**src/adct_pkg.sv**
```systemverilog
package adct_pkg;

   // Clock rate and the long status deadlines
   localparam longint unsigned CLK_HZ       = 100_000_000;
   localparam longint unsigned T_READY_S    = 31;
   localparam longint unsigned T_CMD_S      = 30;
   localparam longint unsigned READY_CYC    = T_READY_S * CLK_HZ;
   localparam longint unsigned CMD_CYC      = T_CMD_S * CLK_HZ;
   localparam int unsigned     SECT_WORDS   = 256;

   // Register port
   localparam int unsigned     ADDR_W       = 4;
   localparam int unsigned     DATA_W       = 16;
   localparam logic [3:0]      A_DATA       = 4'h0;
   localparam logic [3:0]      A_ERR_FEAT   = 4'h1;
   localparam logic [3:0]      A_SCNT       = 4'h2;
   localparam logic [3:0]      A_SNUM       = 4'h3;
   localparam logic [3:0]      A_CYL_LO     = 4'h4;
   localparam logic [3:0]      A_CYL_HI     = 4'h5;
   localparam logic [3:0]      A_DEV_HEAD   = 4'h6;
   localparam logic [3:0]      A_STAT_CMD   = 4'h7;
   localparam logic [3:0]      A_CTRL       = 4'hE;

   // Status, error and device control bit positions
   localparam int unsigned     ST_BSY       = 7;
   localparam int unsigned     ST_RDY       = 6;
   localparam int unsigned     ST_DSC       = 4;
   localparam int unsigned     ST_DRQ       = 3;
   localparam int unsigned     ST_ERR       = 0;
   localparam int unsigned     ER_ABT       = 2;
   localparam int unsigned     CT_SRST      = 2;
   localparam int unsigned     CT_NIEN      = 1;
   localparam logic [8:0]      SECT_MAX     = 9'h100;

   // Opcodes that the decoder treats specially
   localparam logic [7:0]      OP_WRITE_SECT  = 8'h30;
   localparam logic [7:0]      OP_WRITE_VERIFY = 8'h3C;
   localparam logic [7:0]      OP_SET_FEAT    = 8'hEF;

   // Feature subcodes
   localparam logic [7:0]      FS_WC_ON     = 8'h02;
   localparam logic [7:0]      FS_XFER_MODE = 8'h03;
   localparam logic [7:0]      FS_APM_ON    = 8'h05;
   localparam logic [7:0]      FS_PUIS_ON   = 8'h06;
   localparam logic [7:0]      FS_SPINUP    = 8'h07;
   localparam logic [7:0]      FS_OFS_ON    = 8'h09;
   localparam logic [7:0]      FS_AAM_ON    = 8'h42;
   localparam logic [7:0]      FS_ECC_LONG  = 8'h44;
   localparam logic [7:0]      FS_RLA_OFF   = 8'h55;
   localparam logic [7:0]      FS_REL_ON    = 8'h5D;
   localparam logic [7:0]      FS_NOREV_ON  = 8'h66;
   localparam logic [7:0]      FS_WC_OFF    = 8'h82;
   localparam logic [7:0]      FS_APM_OFF   = 8'h85;
   localparam logic [7:0]      FS_PUIS_OFF  = 8'h86;
   localparam logic [7:0]      FS_OFS_OFF   = 8'h89;
   localparam logic [7:0]      FS_RLA_ON    = 8'hAA;
   localparam logic [7:0]      FS_ECC_4     = 8'hBB;
   localparam logic [7:0]      FS_AAM_OFF   = 8'hC2;
   localparam logic [7:0]      FS_NOREV_OFF = 8'hCC;
   localparam logic [7:0]      FS_REL_OFF   = 8'hDD;

   typedef enum logic [2:0] {
      CAT_NONDATA,
      CAT_PIO_IN,
      CAT_PIO_OUT,
      CAT_DMA,
      CAT_SETFEAT,
      CAT_REJECT
   } adct_cat_e;

   typedef struct packed {
      logic       valid;
      logic [7:0] opcode;
      adct_cat_e  cat;
      logic       retry_dis;
      logic [7:0] count;
   } adct_cmd_s;

   typedef struct packed {
      logic       lookahead;
      logic       long_ecc;
      logic       no_revert;
      logic       addr_offset;
      logic       apm;
      logic       wcache;
      logic       aam;
      logic       rel_intr;
      logic       puis;
      logic       spinup;
      logic [7:0] xfer_mode;
   } adct_feat_s;

   localparam adct_feat_s FEAT_DEFAULT = '{
      lookahead: 1'b1, long_ecc: 1'b0, no_revert: 1'b0, addr_offset: 1'b0,
      apm: 1'b0, wcache: 1'b1, aam: 1'b0, rel_intr: 1'b0, puis: 1'b0,
      spinup: 1'b0, xfer_mode: 8'h00};

endpackage

```
**src/adct_deadline.sv**
```systemverilog
`timescale 1ns/10ps
module adct_deadline #(
   parameter int unsigned W = 32
) (
   input  wire logic         i_core_clk,  // Core clock
   input  wire logic         i_srst,      // Synchronous reset
   input  wire logic         i_start,     // Load and arm
   input  wire logic [W-1:0] i_limit,     // Cycles until expiry
   output logic              o_expired    // One-cycle expiry pulse
);

   logic [W-1:0] count;
   logic         armed;
   wire          last = armed && (count <= {{(W-1){1'b0}}, 1'b1});

   always_ff @(posedge i_core_clk)
   begin
      if (i_srst)
      begin
         count     <= '0;
         armed     <= 1'b0;
         o_expired <= 1'b0;
      end
      else if (i_start)
      begin
         count     <= i_limit;
         armed     <= 1'b1;
         o_expired <= 1'b0;
      end
      else
      begin
         count     <= armed ? count - {{(W-1){1'b0}}, 1'b1} : count;
         armed     <= armed && !last;
         o_expired <= last;
      end
   end

endmodule

```
**src/adct_core.sv**
```systemverilog
// Summary of operation
// - Busy within 400 ns of any reset
// - Ready within 31 s after bus or soft reset ends; after power-on reset, ready only on back end ready
// - Busy within 400 ns of opcode write
// - Data-in: DRQ and interrupt within 30 s
// - Data-in: busy after 256th word read
// - Data-out: DRQ within 700 us of busy
// - Data-out: busy after 256th word write
// - Data-out block: ready and interrupt in 30 s
// - Non-data: completion interrupt within 30 s
// - Write verify runs as plain write sectors
// - Reserved opcodes are not implemented
// - Removable, CFA, packet, reset opcodes unsupported
// - Accept all DMA and queued DMA opcodes
// - Subcodes 55h/AAh switch read look-ahead
// - Subcodes 44h/BBh pick long/4-byte ECC
// - Subcodes 66h/CCh control reverting defaults
// - Subcodes 09h/89h switch address offset
// - APM 05h/85h, write cache 02h/82h
// - AAM 42h/C2h, release interrupt 5Dh/DDh
// - Standby power-up 06h/86h, spin-up 07h
// - Service, notification, unlisted subcodes other than 03h (transfer mode) unsupported
// - Bit 0 of dual opcodes disables retry
// - Power-on default is 4-byte ECC
`timescale 1ns/10ps
module adct_core #(
   parameter int unsigned P_READY_CYC  = 32'(adct_pkg::READY_CYC),
   parameter int unsigned P_CMD_CYC    = 32'(adct_pkg::CMD_CYC),
   parameter int unsigned P_SECT_WORDS = adct_pkg::SECT_WORDS
) (
   input  wire logic                           i_core_clk,    // Core clock
   input  wire logic                           i_srst,        // Power-on reset
   input  wire logic                           i_hard_rst,    // Bus reset line
   input  wire logic [adct_pkg::ADDR_W-1:0]    i_addr,        // Register address
   input  wire logic [adct_pkg::DATA_W-1:0]    i_wdata,       // Write data
   input  wire logic                           i_wr,          // Write strobe
   input  wire logic                           i_rd,          // Read strobe
   input  wire logic                           i_init_done,   // Back end ready
   input  wire logic                           i_media_ready, // Sector done
   input  wire logic [adct_pkg::DATA_W-1:0]    i_media_word,  // Read word
   output logic      [adct_pkg::DATA_W-1:0]    o_rdata,       // Read data
   output logic                                o_intrq,       // Interrupt
   output adct_pkg::adct_cmd_s                 o_cmd,         // Command issue
   output logic                                o_word_rd,     // Word taken
   output logic                                o_word_wr,     // Word given
   output logic      [adct_pkg::DATA_W-1:0]    o_wdata,       // Given word
   output adct_pkg::adct_feat_s                o_feat         // Feature set
);

   typedef enum logic [2:0] {
      S_RESET_WAIT,
      S_SRST_HOLD,
      S_IDLE,
      S_EXEC,
      S_DRQ_IN,
      S_DRQ_OUT
   } adct_state_e;

   // Opcode classification
   function automatic adct_pkg::adct_cat_e classify(input logic [7:0] op);
      adct_pkg::adct_cat_e c;
      c = adct_pkg::CAT_REJECT;
      case (op)
         8'h20, 8'h21, 8'h22, 8'h23, 8'hC4, 8'hE4, 8'hEC:
            c = adct_pkg::CAT_PIO_IN;
         8'h30, 8'h31, 8'h32, 8'h33, 8'h3C, 8'h50, 8'hC5, 8'hE8,
         8'hF1, 8'hF2, 8'hF3, 8'hF4, 8'hF6:
            c = adct_pkg::CAT_PIO_OUT;
         8'hC7, 8'hC8, 8'hC9, 8'hCA, 8'hCB, 8'hCC:
            c = adct_pkg::CAT_DMA;
         8'h00, 8'h40, 8'h41, 8'h90, 8'h91, 8'hA2, 8'hB0, 8'hC6,
         8'hE0, 8'hE1, 8'hE2, 8'hE3, 8'hE5, 8'hE6, 8'hE7,
         8'hF0, 8'hF5, 8'hF7, 8'hF8, 8'hF9:
            c = adct_pkg::CAT_NONDATA;
         adct_pkg::OP_SET_FEAT:
            c = adct_pkg::CAT_SETFEAT;
         default:
            if (op[7:4] == 4'h1 || op[7:4] == 4'h7)
               c = adct_pkg::CAT_NONDATA;
      endcase
      return c;
   endfunction

   // Opcode pairs whose low bit turns retries off
   function automatic logic dual_opcode(input logic [7:0] op);
      return (op[7:2] == 6'b0010_00) || (op[7:2] == 6'b0011_00) ||
             (op[7:1] == 7'b0100_000) || (op[7:2] == 6'b1100_10);
   endfunction

   function automatic logic feat_known(input logic [7:0] sub);
      return sub inside {adct_pkg::FS_WC_ON, adct_pkg::FS_XFER_MODE, adct_pkg::FS_APM_ON,
         adct_pkg::FS_PUIS_ON, adct_pkg::FS_SPINUP, adct_pkg::FS_OFS_ON,
         adct_pkg::FS_AAM_ON, adct_pkg::FS_ECC_LONG, adct_pkg::FS_RLA_OFF,
         adct_pkg::FS_REL_ON, adct_pkg::FS_NOREV_ON, adct_pkg::FS_WC_OFF,
         adct_pkg::FS_APM_OFF, adct_pkg::FS_PUIS_OFF, adct_pkg::FS_OFS_OFF,
         adct_pkg::FS_RLA_ON, adct_pkg::FS_ECC_4, adct_pkg::FS_AAM_OFF,
         adct_pkg::FS_NOREV_OFF, adct_pkg::FS_REL_OFF};
   endfunction

   adct_state_e          state;
   adct_state_e          next_state;
   adct_pkg::adct_cat_e  cat;
   adct_pkg::adct_feat_s next_feat;
   logic [7:0]           feat_reg;
   logic [7:0]           scnt;
   logic [7:0]           snum;
   logic [7:0]           cyl_lo;
   logic [7:0]           cyl_hi;
   logic [7:0]           dev_head;
   logic                 srst_bit;
   logic                 nien;
   logic                 abort;
   logic                 first_out;
   logic                 pend;
   logic [8:0]           sect_left;
   logic [8:0]           word_cnt;
   logic [7:0]           cur_op;
   logic                 tmr_expired;
   logic [adct_pkg::DATA_W-1:0] read_word;

   // Access decode
   wire at_cmd   = i_addr == adct_pkg::A_STAT_CMD;
   wire is_busy  = state == S_RESET_WAIT || state == S_SRST_HOLD || state == S_EXEC;
   wire wr_ctrl  = i_wr && i_addr == adct_pkg::A_CTRL;
   wire wr_blk   = i_wr && state == S_IDLE && i_addr != adct_pkg::A_CTRL;
   wire wr_cmd   = wr_blk && at_cmd;
   wire rd_stat  = i_rd && at_cmd;
   wire rd_data  = i_rd && i_addr == adct_pkg::A_DATA && state == S_DRQ_IN;
   wire wr_data  = i_wr && i_addr == adct_pkg::A_DATA && state == S_DRQ_OUT;
   wire last_wd  = word_cnt == 9'(P_SECT_WORDS - 1);
   wire srst_now = wr_ctrl ? i_wdata[adct_pkg::CT_SRST] : srst_bit;
   wire srst_set = wr_ctrl && i_wdata[adct_pkg::CT_SRST] && !srst_bit;
   wire enter_rst = srst_set || (i_hard_rst && state != S_SRST_HOLD);
   wire feat_ok  = feat_known(feat_reg);
   adct_pkg::adct_cat_e new_cat;
   assign new_cat = classify(i_wdata[7:0]);

   // Status as the host sees it
   wire [7:0] status = {is_busy, !is_busy, 1'b0, !is_busy,
                        state == S_DRQ_IN || state == S_DRQ_OUT, 2'b00, abort};
   wire [7:0] err_reg = abort ? 8'(1 << adct_pkg::ER_ABT) : 8'h00;

   // Completion of the exec phase
   wire exec_fail = (cat == adct_pkg::CAT_REJECT) ||
                    (cat == adct_pkg::CAT_SETFEAT && !feat_ok) ||
                    (tmr_expired && !(cat == adct_pkg::CAT_PIO_OUT && first_out));
   wire in_done   = cat == adct_pkg::CAT_PIO_IN && sect_left == 9'h000;

   always_comb
   begin
      next_state = state;
      if (enter_rst || (srst_now && state != S_SRST_HOLD))
         next_state = S_SRST_HOLD;
      else
      begin
         case (state)
            S_RESET_WAIT:
               if (i_init_done || tmr_expired)
                  next_state = S_IDLE;
            S_SRST_HOLD:
               if (!srst_now && !i_hard_rst)
                  next_state = S_RESET_WAIT;
            S_IDLE:
               if (wr_cmd)
                  next_state = S_EXEC;
            S_EXEC:
            begin
               if (cat == adct_pkg::CAT_PIO_OUT && first_out)
                  next_state = S_DRQ_OUT;
               else if (exec_fail || in_done || cat == adct_pkg::CAT_SETFEAT)
                  next_state = S_IDLE;
               else if (i_media_ready)
               begin
                  if (cat == adct_pkg::CAT_PIO_IN)
                     next_state = S_DRQ_IN;
                  else if (cat == adct_pkg::CAT_PIO_OUT && sect_left != 9'h000)
                     next_state = S_DRQ_OUT;
                  else
                     next_state = S_IDLE;
               end
            end
            S_DRQ_IN:
               if (rd_data && last_wd)
                  next_state = S_EXEC;
            S_DRQ_OUT:
               if (wr_data && last_wd)
                  next_state = S_EXEC;
            default:
               next_state = S_RESET_WAIT;
         endcase
      end
   end

   // Entry to a waiting state restarts its deadline
   wire tmr_start = next_state != state &&
                    (next_state == S_EXEC || next_state == S_RESET_WAIT);
   wire [31:0] tmr_limit = next_state == S_RESET_WAIT ? P_READY_CYC : P_CMD_CYC;

   // Interrupt on every exit from exec except to reset hold, the end of a read and the first write request
   wire intr_set = state == S_EXEC && next_state != S_EXEC &&
                   next_state != S_SRST_HOLD && !(in_done && !exec_fail) &&
                   !(cat == adct_pkg::CAT_PIO_OUT && first_out);
   wire next_pend = intr_set || (pend && !rd_stat && !wr_cmd);

   always_comb
   begin
      next_feat = o_feat;
      next_feat.spinup = 1'b0;
      if (i_srst)
         next_feat = adct_pkg::FEAT_DEFAULT;
      else if (enter_rst && !o_feat.no_revert)
         next_feat = adct_pkg::FEAT_DEFAULT;
      else if (state == S_EXEC && cat == adct_pkg::CAT_SETFEAT)
      begin
         case (feat_reg)
            adct_pkg::FS_RLA_OFF:   next_feat.lookahead   = 1'b0;
            adct_pkg::FS_RLA_ON:    next_feat.lookahead   = 1'b1;
            adct_pkg::FS_ECC_LONG:  next_feat.long_ecc    = 1'b1;
            adct_pkg::FS_ECC_4:     next_feat.long_ecc    = 1'b0;
            adct_pkg::FS_NOREV_ON:  next_feat.no_revert   = 1'b1;
            adct_pkg::FS_NOREV_OFF: next_feat.no_revert   = 1'b0;
            adct_pkg::FS_OFS_ON:    next_feat.addr_offset = 1'b1;
            adct_pkg::FS_OFS_OFF:   next_feat.addr_offset = 1'b0;
            adct_pkg::FS_APM_ON:    next_feat.apm         = 1'b1;
            adct_pkg::FS_APM_OFF:   next_feat.apm         = 1'b0;
            adct_pkg::FS_WC_ON:     next_feat.wcache      = 1'b1;
            adct_pkg::FS_WC_OFF:    next_feat.wcache      = 1'b0;
            adct_pkg::FS_AAM_ON:    next_feat.aam         = 1'b1;
            adct_pkg::FS_AAM_OFF:   next_feat.aam         = 1'b0;
            adct_pkg::FS_REL_ON:    next_feat.rel_intr    = 1'b1;
            adct_pkg::FS_REL_OFF:   next_feat.rel_intr    = 1'b0;
            adct_pkg::FS_PUIS_ON:   next_feat.puis        = 1'b1;
            adct_pkg::FS_PUIS_OFF:  next_feat.puis        = 1'b0;
            adct_pkg::FS_SPINUP:    next_feat.spinup      = 1'b1;
            adct_pkg::FS_XFER_MODE: next_feat.xfer_mode   = scnt;
            default:                next_feat = o_feat;
         endcase
      end
   end

   // Read mux, captured for the cycle after the strobe
   always_comb
   begin
      case (i_addr)
         adct_pkg::A_DATA:     read_word = state == S_DRQ_IN ? i_media_word : '0;
         adct_pkg::A_ERR_FEAT: read_word = {8'h00, err_reg};
         adct_pkg::A_SCNT:     read_word = {8'h00, scnt};
         adct_pkg::A_SNUM:     read_word = {8'h00, snum};
         adct_pkg::A_CYL_LO:   read_word = {8'h00, cyl_lo};
         adct_pkg::A_CYL_HI:   read_word = {8'h00, cyl_hi};
         adct_pkg::A_DEV_HEAD: read_word = {8'h00, dev_head};
         adct_pkg::A_STAT_CMD,
         adct_pkg::A_CTRL:     read_word = {8'h00, status};
         default:              read_word = '0;
      endcase
   end

   adct_deadline #(.W (32)) u_deadline (
      .i_core_clk (i_core_clk),
      .i_srst     (i_srst),
      .i_start    (tmr_start),
      .i_limit    (tmr_limit),
      .o_expired  (tmr_expired)
   );

   always_ff @(posedge i_core_clk)
   begin
      if (i_srst)
      begin
         feat_reg <= 8'h00;
         scnt     <= 8'h00;
         snum     <= 8'h00;
         cyl_lo   <= 8'h00;
         cyl_hi   <= 8'h00;
         dev_head <= 8'h00;
         srst_bit <= 1'b0;
         nien     <= 1'b0;
      end
      else if (wr_blk)
      begin
         case (i_addr)
            adct_pkg::A_ERR_FEAT: feat_reg <= i_wdata[7:0];
            adct_pkg::A_SCNT:     scnt     <= i_wdata[7:0];
            adct_pkg::A_SNUM:     snum     <= i_wdata[7:0];
            adct_pkg::A_CYL_LO:   cyl_lo   <= i_wdata[7:0];
            adct_pkg::A_CYL_HI:   cyl_hi   <= i_wdata[7:0];
            adct_pkg::A_DEV_HEAD: dev_head <= i_wdata[7:0];
            default:              scnt     <= scnt;
         endcase
      end
      else if (wr_ctrl)
      begin
         srst_bit <= i_wdata[adct_pkg::CT_SRST];
         nien     <= i_wdata[adct_pkg::CT_NIEN];
      end
   end

   // Command capture and counters; abort holds until the next command, a new event wins
   always_ff @(posedge i_core_clk)
   begin
      if (i_srst || enter_rst)
      begin
         cat       <= adct_pkg::CAT_NONDATA;
         cur_op    <= 8'h00;
         first_out <= 1'b0;
         sect_left <= 9'h000;
         word_cnt  <= 9'h000;
         abort     <= 1'b0;
         pend      <= 1'b0;
      end
      else
      begin
         abort <= (state == S_EXEC && exec_fail) || (abort && !wr_cmd);
         pend  <= next_pend;
         if (wr_cmd)
         begin
            cat       <= new_cat;
            cur_op    <= i_wdata[7:0];
            first_out <= 1'b1;
            sect_left <= scnt == 8'h00 ? adct_pkg::SECT_MAX : {1'b0, scnt};
            word_cnt  <= 9'h000;
         end
         else
         begin
            if (state == S_EXEC && next_state == S_DRQ_OUT)
               first_out <= 1'b0;
            if (rd_data || wr_data)
               word_cnt <= last_wd ? 9'h000 : word_cnt + 9'h001;
            if ((rd_data || wr_data) && last_wd)
               sect_left <= sect_left - 9'h001;
         end
      end
   end

   always_ff @(posedge i_core_clk)
   begin
      if (i_srst)
      begin
         o_rdata   <= '0;
         o_intrq   <= 1'b0;
         o_cmd     <= '0;
         o_word_rd <= 1'b0;
         o_word_wr <= 1'b0;
         o_wdata   <= '0;
         o_feat    <= adct_pkg::FEAT_DEFAULT;
         state     <= S_RESET_WAIT;
      end
      else
      begin
         o_rdata         <= i_rd ? read_word : '0;
         o_intrq         <= next_pend && !(wr_ctrl ? i_wdata[adct_pkg::CT_NIEN] : nien);
         o_cmd.valid     <= wr_cmd && new_cat != adct_pkg::CAT_REJECT &&
                            new_cat != adct_pkg::CAT_SETFEAT;
         o_cmd.opcode    <= i_wdata[7:0] == adct_pkg::OP_WRITE_VERIFY ?
                            adct_pkg::OP_WRITE_SECT : i_wdata[7:0];
         o_cmd.cat       <= new_cat;
         o_cmd.retry_dis <= dual_opcode(i_wdata[7:0]) && i_wdata[0];
         o_cmd.count     <= scnt;
         o_word_rd       <= rd_data;
         o_word_wr       <= wr_data;
         o_wdata         <= wr_data ? i_wdata : o_wdata;
         o_feat          <= next_feat;
         state           <= next_state;
      end
   end

endmodule

```
**config.mk**
```make
export PLATFORM = sky130hd
export DESIGN_NAME = adct_core
export DESIGN_NICKNAME = d
export VERILOG_FILES = /design/src/adct_pkg.sv /design/src/adct_deadline.sv /design/src/adct_core.sv
export SDC_FILE = /design/constraint.sdc
export NUM_CORES = 1
export LEC_CHECK = 0
export BUFFER_PORTS_ARGS = -buffer_cell sky130_fd_sc_hd__clkbuf_2
export CAP_MARGIN = 0
export CORE_UTILIZATION = 53
export CTS_CLUSTER_DIAMETER = 50
export DETAILED_ROUTE_END_ITERATION = 10
export PLACE_DENSITY_LB_ADDON = 0.1
export SETUP_SLACK_MARGIN = 0.02
export SLEW_MARGIN = 30
export SYNTH_ARGS = -nofsm -noshare
export SYNTH_HDL_FRONTEND = slang
export SYNTH_HIERARCHICAL = 1
export SYNTH_SLANG_ARGS = --single-unit
```
**constraint.sdc**
```tcl
create_clock -name i_core_clk -period 4.8 [get_ports i_core_clk]
set_clock_uncertainty 0.05 [all_clocks]
set_input_delay 0.24 -clock i_core_clk [delete_from_list [all_inputs] [get_ports i_core_clk]]
set_output_delay 0.24 -clock i_core_clk [all_outputs]
set_load 0.05 [all_outputs]
```
==> metrics.txt, run 1 <==
Pwr Density=333 nW/um2; Pins Over Slew Limit=0; final antenna-violating net count=0; largest net degree at the start of global routing=79; first-pass GRT wire length=39600 um; Synth Register Bits=around 190; Root Buffer=clkbuf_16; site row count=47; # Max-Cap Violations=0; final WL=24200 um; Core Area=16800 um2; Startpoint Class=flip-flop; CTS tree=yes; Worst-Skew Late Latency=roughly 0.44 ns; number of global-route vias before repair=7842; initial antenna violation count=0; minimum clock period=3.70 ns; total track usage=27.7%; critical path's largest stage delay=just under 0.6 ns; Nets=1266; wire length per cell=16.7 um; H-Tree Level Count=4; Post-Syn Area=between 9000 and 10000 um2; Post-synth EDFFs=0; CP endpoint kind=flip-flop; worst hold path class=input port to flip-flop; ys async rst share=0%; Crit-path slowest cell=dfxtp_1; total power=roughly 3.5 mW; Yosys top cell area share=40.4%; post-synth cell types=90; Post-DP Area=9830 um2; Die Ht=133 um; Die ar.=17800 um2; CTS buffer count=17; CTS Sinks=185; most flop-heavy register=u_deadline/count; Critical Path RT=approximately 5.1 ns; critical path start-end classification=flip-flop to flip-flop; starting density of the core=54.7%; Cells after Synth=about 1100; Setup TNS Final=0 ns; Final Core Density=a little over three fifths; status=finished, final reports clean; final setup fails=0; dominant cell type by area after synthesis=dfxtp_1; most common cell in the synthesized netlist=dfxtp_1; crit share post-route=77.0%; I/O pins=117; max reg flops=32; GRT Residual Overflow=0; total setup buffers inserted after CTS=0; routed vias=8562; Primary FF master, synth=dfxtp_1; FMAX=270 MHz; Top delay family on crit path=simple AND/OR/NAND/NOR gates; worst vdd ir=0.238 mV; DRC viols=0; PortBufs=116; pre-CTS WS=1.18 ns; Finished Layout Cells=1450; die width=133 um; clock slew at reported path FFs=0.06 ns; placed cells=1403; Max-slew headroom=between 30% and 40%; buffer depth of the longest clock path=2; LEAKAGE=3.87 nW; WHS=0.0278 ns; RSZ-0062 raised after global routing=no; CP Cell Sequence=nor2b_1 > and3b_1 > a32oi_1 > and4_4 > nand3b_4 > a21boi_2 > buf_4 > clkinv_1 > buf_4 > and3_1 > a32oi_1 > nand3_1; Avg Inst Size Synth=8.17 um2; Yosys warning count=6; largest cells by area after synthesis=dfxtp_1 (40%), nand2_1 (5.8%), a21oi_1 (4.9%), nor2_1 (4.1%), nand3_1 (4.0%); sequential area share after synthesis=between 40% and 50%; Top Registers=u_deadline/count x32, o_cmd x21, o_feat x18; post-route cell area=10600 um2; Initial DRT Pass Iterations=6; layout cells sized above 1=15.4%; Worst-Margin Slew=0.918 ns; filler cell count=1563; CP bufs+invs=3; GPL Wtd Cong=just under 0.9; Hold Vio Cnt, Final=0; CP max FO=43; worst setup margin=1.10 ns; dpl hpwl=16200 um; Initial DRC Count=660; Critical Path AT=3.95 ns; via-per-instance ratio=between 5 and 6; Commonest cells post-synth=dfxtp_1 (185), nand2_1 (142), nor2_1 (100); Layout area overhead=15.2%; Ant. Diodes=0
[where the power goes]
| part | internal, mW | total, mW | switching [mW] | leakage [nW] |
|---|---|---|---|---|
| Combinational | 0.183 | 0.501 | 0.318 | 2.10 |
| Sequential | 1.58 | 1.65 | 0.0678 | 1.50 |
| Clock | 0.774 | 1.37 | 0.592 | 0.275 |
[timing repair]
action	4_1_cts	5_1_grt
hold buffers	17	0
endpoints found under the hold margin	17	0
setup endpoints to repair	0	0
gates resized for setup	0	0
[placed cells by master (no fill, tap or decap), types with 5 or more instances in the layout]
cell type	Yosys	layout
a21oi_1	89	89
nand3_1	73	73
and3_1	14	14
or3_1	11	11
a211oi_1	18	18
a222oi_1	10	10
nor3_1	33	32
o21ai_0	25	25
a31oi_1	17	17
conb_1	2	24
or4_1	12	12
nand4_1	20	20
nand3b_1	7	7
buf_4	2	9
a22oi_1	7	7
mux2i_1	17	17
dlygate4sd3_1	0	17
nand4b_1	6	6
dfxtp_1	185	185
nand2_1	142	142
inv_1	17	17
nor2_1	100	100
and4_1	11	11
nor4_1	17	17
o31ai_1	7	7
o211ai_1	5	5
nor2b_1	34	34
xnor2_1	7	7
clkbuf_2	0	115
clkbuf_16	0	17
nor3b_1	6	6
a311oi_1	10	10
xor2_1	16	16
nand2b_1	12	12
and2_1	12	12
[worst min-delay path: stages]
cell	delay (ns)
clkbuf_2	0.08
nand2_1	0.05
a31oi_1	0.08
[path summary, 6_finish.rpt]
check	startpoint	end	slack [ns]	depth (start not counted)
worst max register to register	state[2]	u_deadline/count[28]	1.10	12
worst min-delay path	i_media_word[5]	o_rdata[5]	0.03	3
worst min register to register	o_wdata[6]	o_wdata[6]	0.40	2
worst max-delay path	state[2]	u_deadline/count[28]	1.10	12
[layer usage]
layer / GRT usage, % / vias to the layer above / part of all wire (%)
met5: 0 / - / 0
met4: 9.22 / 0 / 1.6
met3: 5.59 / 30 / 6.2
met2: 42.3 / 265 / 45
met1: 38.9 / 4029 / 47
li1: - / 4238 / -
[area by class of cell]
| type | instances | area, um2 | share of cell area [%] |
|---|---|---|---|
| Clock buffer | 19 | 443 | 4.19 |
| Multi-Input combinational cell | 856 | 5140 | 48.6 |
| Timing Repair Buffer | 141 | 813 | 7.70 |
| Clock inverter | 11 | 121 | 1.15 |
| Tap cell | 220 | 275 | 2.61 |
| Inverter | 18 | 67.6 | 0.640 |
| Sequential cell | 185 | 3700 | 35.1 |
[kinds of logic (layout without fill, tap and decap cells)]
kind of cell / count (synthesis) / in the layout / share of synthesized area, %
other: 2 / 24 / 0.0820
xor gates and xnor gates: 23 / 23 / 2.20
muxes: 20 / 20 / 2.23
DFF: 185 / 185 / 40.4
buffers and inverters: 102 / 189 / 4.56
and+or+nand+nor: 548 / 548 / 32.5
adders and majority gates: 4 / 4 / 0.546
AOI/OAI and AO/OA: 237 / 237 / 17.5
Note: power is estimated with default switching activity, not from simulation.
==> run 2, diff against run 1 <==
- clock period: 4.8 -> 3.55 ns (I/O delays scaled with it)
==> run 2 against run 1 <==
Critical path depth increased by 1. Non-clock buffer count increased by 16. Flip-flop and latch count unchanged. Largest cell class unchanged.
==> metrics.txt, run 2 (same netlist as run 1, synthesis figures left out) <==
LEAKAGE=3.96 nW; GRT Max-Usage Layer=met2; buffer depth of the longest clock path=2; status=finished, final reports clean; via-per-instance ratio=5.91; number of global-route vias before repair=7817; GPL Wtd Cong=~0.96; final antenna-violating net count=0; Die Ht=~130 um; total setup buffers inserted after CTS=0; final WL=24600 um; max reg flops=32; initial antenna violation count=0; starting density of the core=54.7%; Critical Path AT=3.54 ns; worst hold path class=input port to flip-flop; Nets=1282; Startpoint Class=flip-flop; CTS Sinks=185; Hold Vio Cnt, Final=0; Worst-Skew Late Latency=roughly 0.43 ns; Critical Path RT=3.87 ns; RSZ-0062 raised after global routing=no; DRC viols=0; PortBufs=116; GRT Residual Overflow=0; Initial DRT Pass Iterations=5; site row count=47; Ant. Diodes=0; minimum clock period=3.22 ns; CP max FO=34; Pwr Density=452 nW/um2; most flop-heavy register=u_deadline/count; critical path start-end classification=flip-flop to flip-flop; dpl hpwl=16600 um; Initial DRC Count=around 600; worst vdd ir=0.322 mV; final setup fails=0; total track usage=27.9%; Worst-Margin Slew=about 0.89 ns; crit share post-route=about 91%; met3 global-route usage=5.71%; most frequent cells in the layout=dfxtp_1 (185), nand2_1 (142), clkbuf_2 (115), nor2_1 (100), a21oi_1 (89); Top Registers=u_deadline/count x32, o_cmd x21, o_feat x18; first-pass GRT wire length=approximately 40000 um; die width=133 um; Core Area=16800 um2; GR Util met1=39.2%; M2 GR Usage=a little over two fifths; routed vias=8658; WHS=0.0223 ns; FMAX=311 MHz; CTS tree=yes; Pins Over Slew Limit=0; layout cells sized above 1=between 10% and 20%; Max-slew headroom=41.0%; clock slew at reported path FFs=0.07 ns; H-Tree Level Count=4; CTS buffer count=17; # Max-Cap Violations=0; wire length per cell=16.8 um; most common cell after layout, fill and taps aside=dfxtp_1; Layout area overhead=17.0%; CP endpoint kind=flip-flop; I/O pins=117; total power=4.85 mW; worst setup margin=0.333 ns; Setup TNS Final=0 ns; pre-CTS WS=between 0.3 and 0.4 ns; Die ar.=~18000 um2; largest net degree at the start of global routing=a little over 80; Root Buffer=clkbuf_16
## run 2: timing repair
action | 4_1_cts | 5_1_grt
endpoints found under the hold margin | 21 | 0
endpoints found under the setup margin | 0 | 1
hold buffers | 21 | 0
gates resized for setup | 0 | 1
## run 2: path summary, 6_finish.rpt
| check | start | endpoint | slack (ns) | depth (start not counted) |
|---|---|---|---|---|
| max | sect_left[0] | u_deadline/count[31] | 0.33 | 13 |
| min | i_wdata[2] | srst_bit | 0.02 | 3 |
| max reg2reg | sect_left[0] | u_deadline/count[31] | 0.33 | 13 |
| min reg2reg | o_wdata[2] | o_wdata[2] | 0.41 | 2 |
## run 2: per-layer routing
layer / part of all wire, % / vias up / wire (um)
met5: 0 / - / 0
met4: 1.4 / 0 / 334
met3: 6.0 / 28 / 1470
met2: 46 / 255 / 11200
met1: 47 / 4101 / 11600
li1: - / 4274 / -
## run 2: cell type report
class / count / area [um2]
fill: 1532 / 6040
sequential: 185 / 3700
timing repair buffer: 157 / 968
tap: 220 / 275
inverter: 18 / 67.6
clock inverter: 11 / 149
multi-input combinational: 856 / 5120
clock buffer: 18 / 429
## run 2: critical path, stage by stage (launching register included)
cell,delay [ns]
dfxtp_1,0.31
inv_1,0.08
ha_1,0.21
nor4b_4,0.35
a2111oi_0,0.18
o2111ai_1,0.23
and4_4,0.33
nand3b_4,0.15
a21boi_2,0.08
buf_12,0.19
nor3b_1,0.53
nand3_1,0.14
nor4_1,0.18
or3_1,0.14
## run 2: per-stage QoR
| step | utilization, % | cell area (um2) | cells |
|---|---|---|---|
| floorplan | - | 9250 | 1143 |
| global placement | 59.2 | 9930 | 1415 |
| detailed placement | 59.2 | 9930 | 1415 |
| CTS | 63.9 | 10700 | 1465 |
| global route | 63.9 | 10700 | 1465 |
| finish | 63.9 | 10700 | 1465 |
## run 2: where the power goes
| group | internal [mW] | switching, mW | total (mW) | leakage, nW |
|---|---|---|---|---|
| registers | 2.14 | 0.0852 | 2.23 | 1.50 |
| clock network | 1.10 | 0.818 | 1.92 | 0.275 |
| logic | 0.261 | 0.440 | 0.701 | 2.18 |
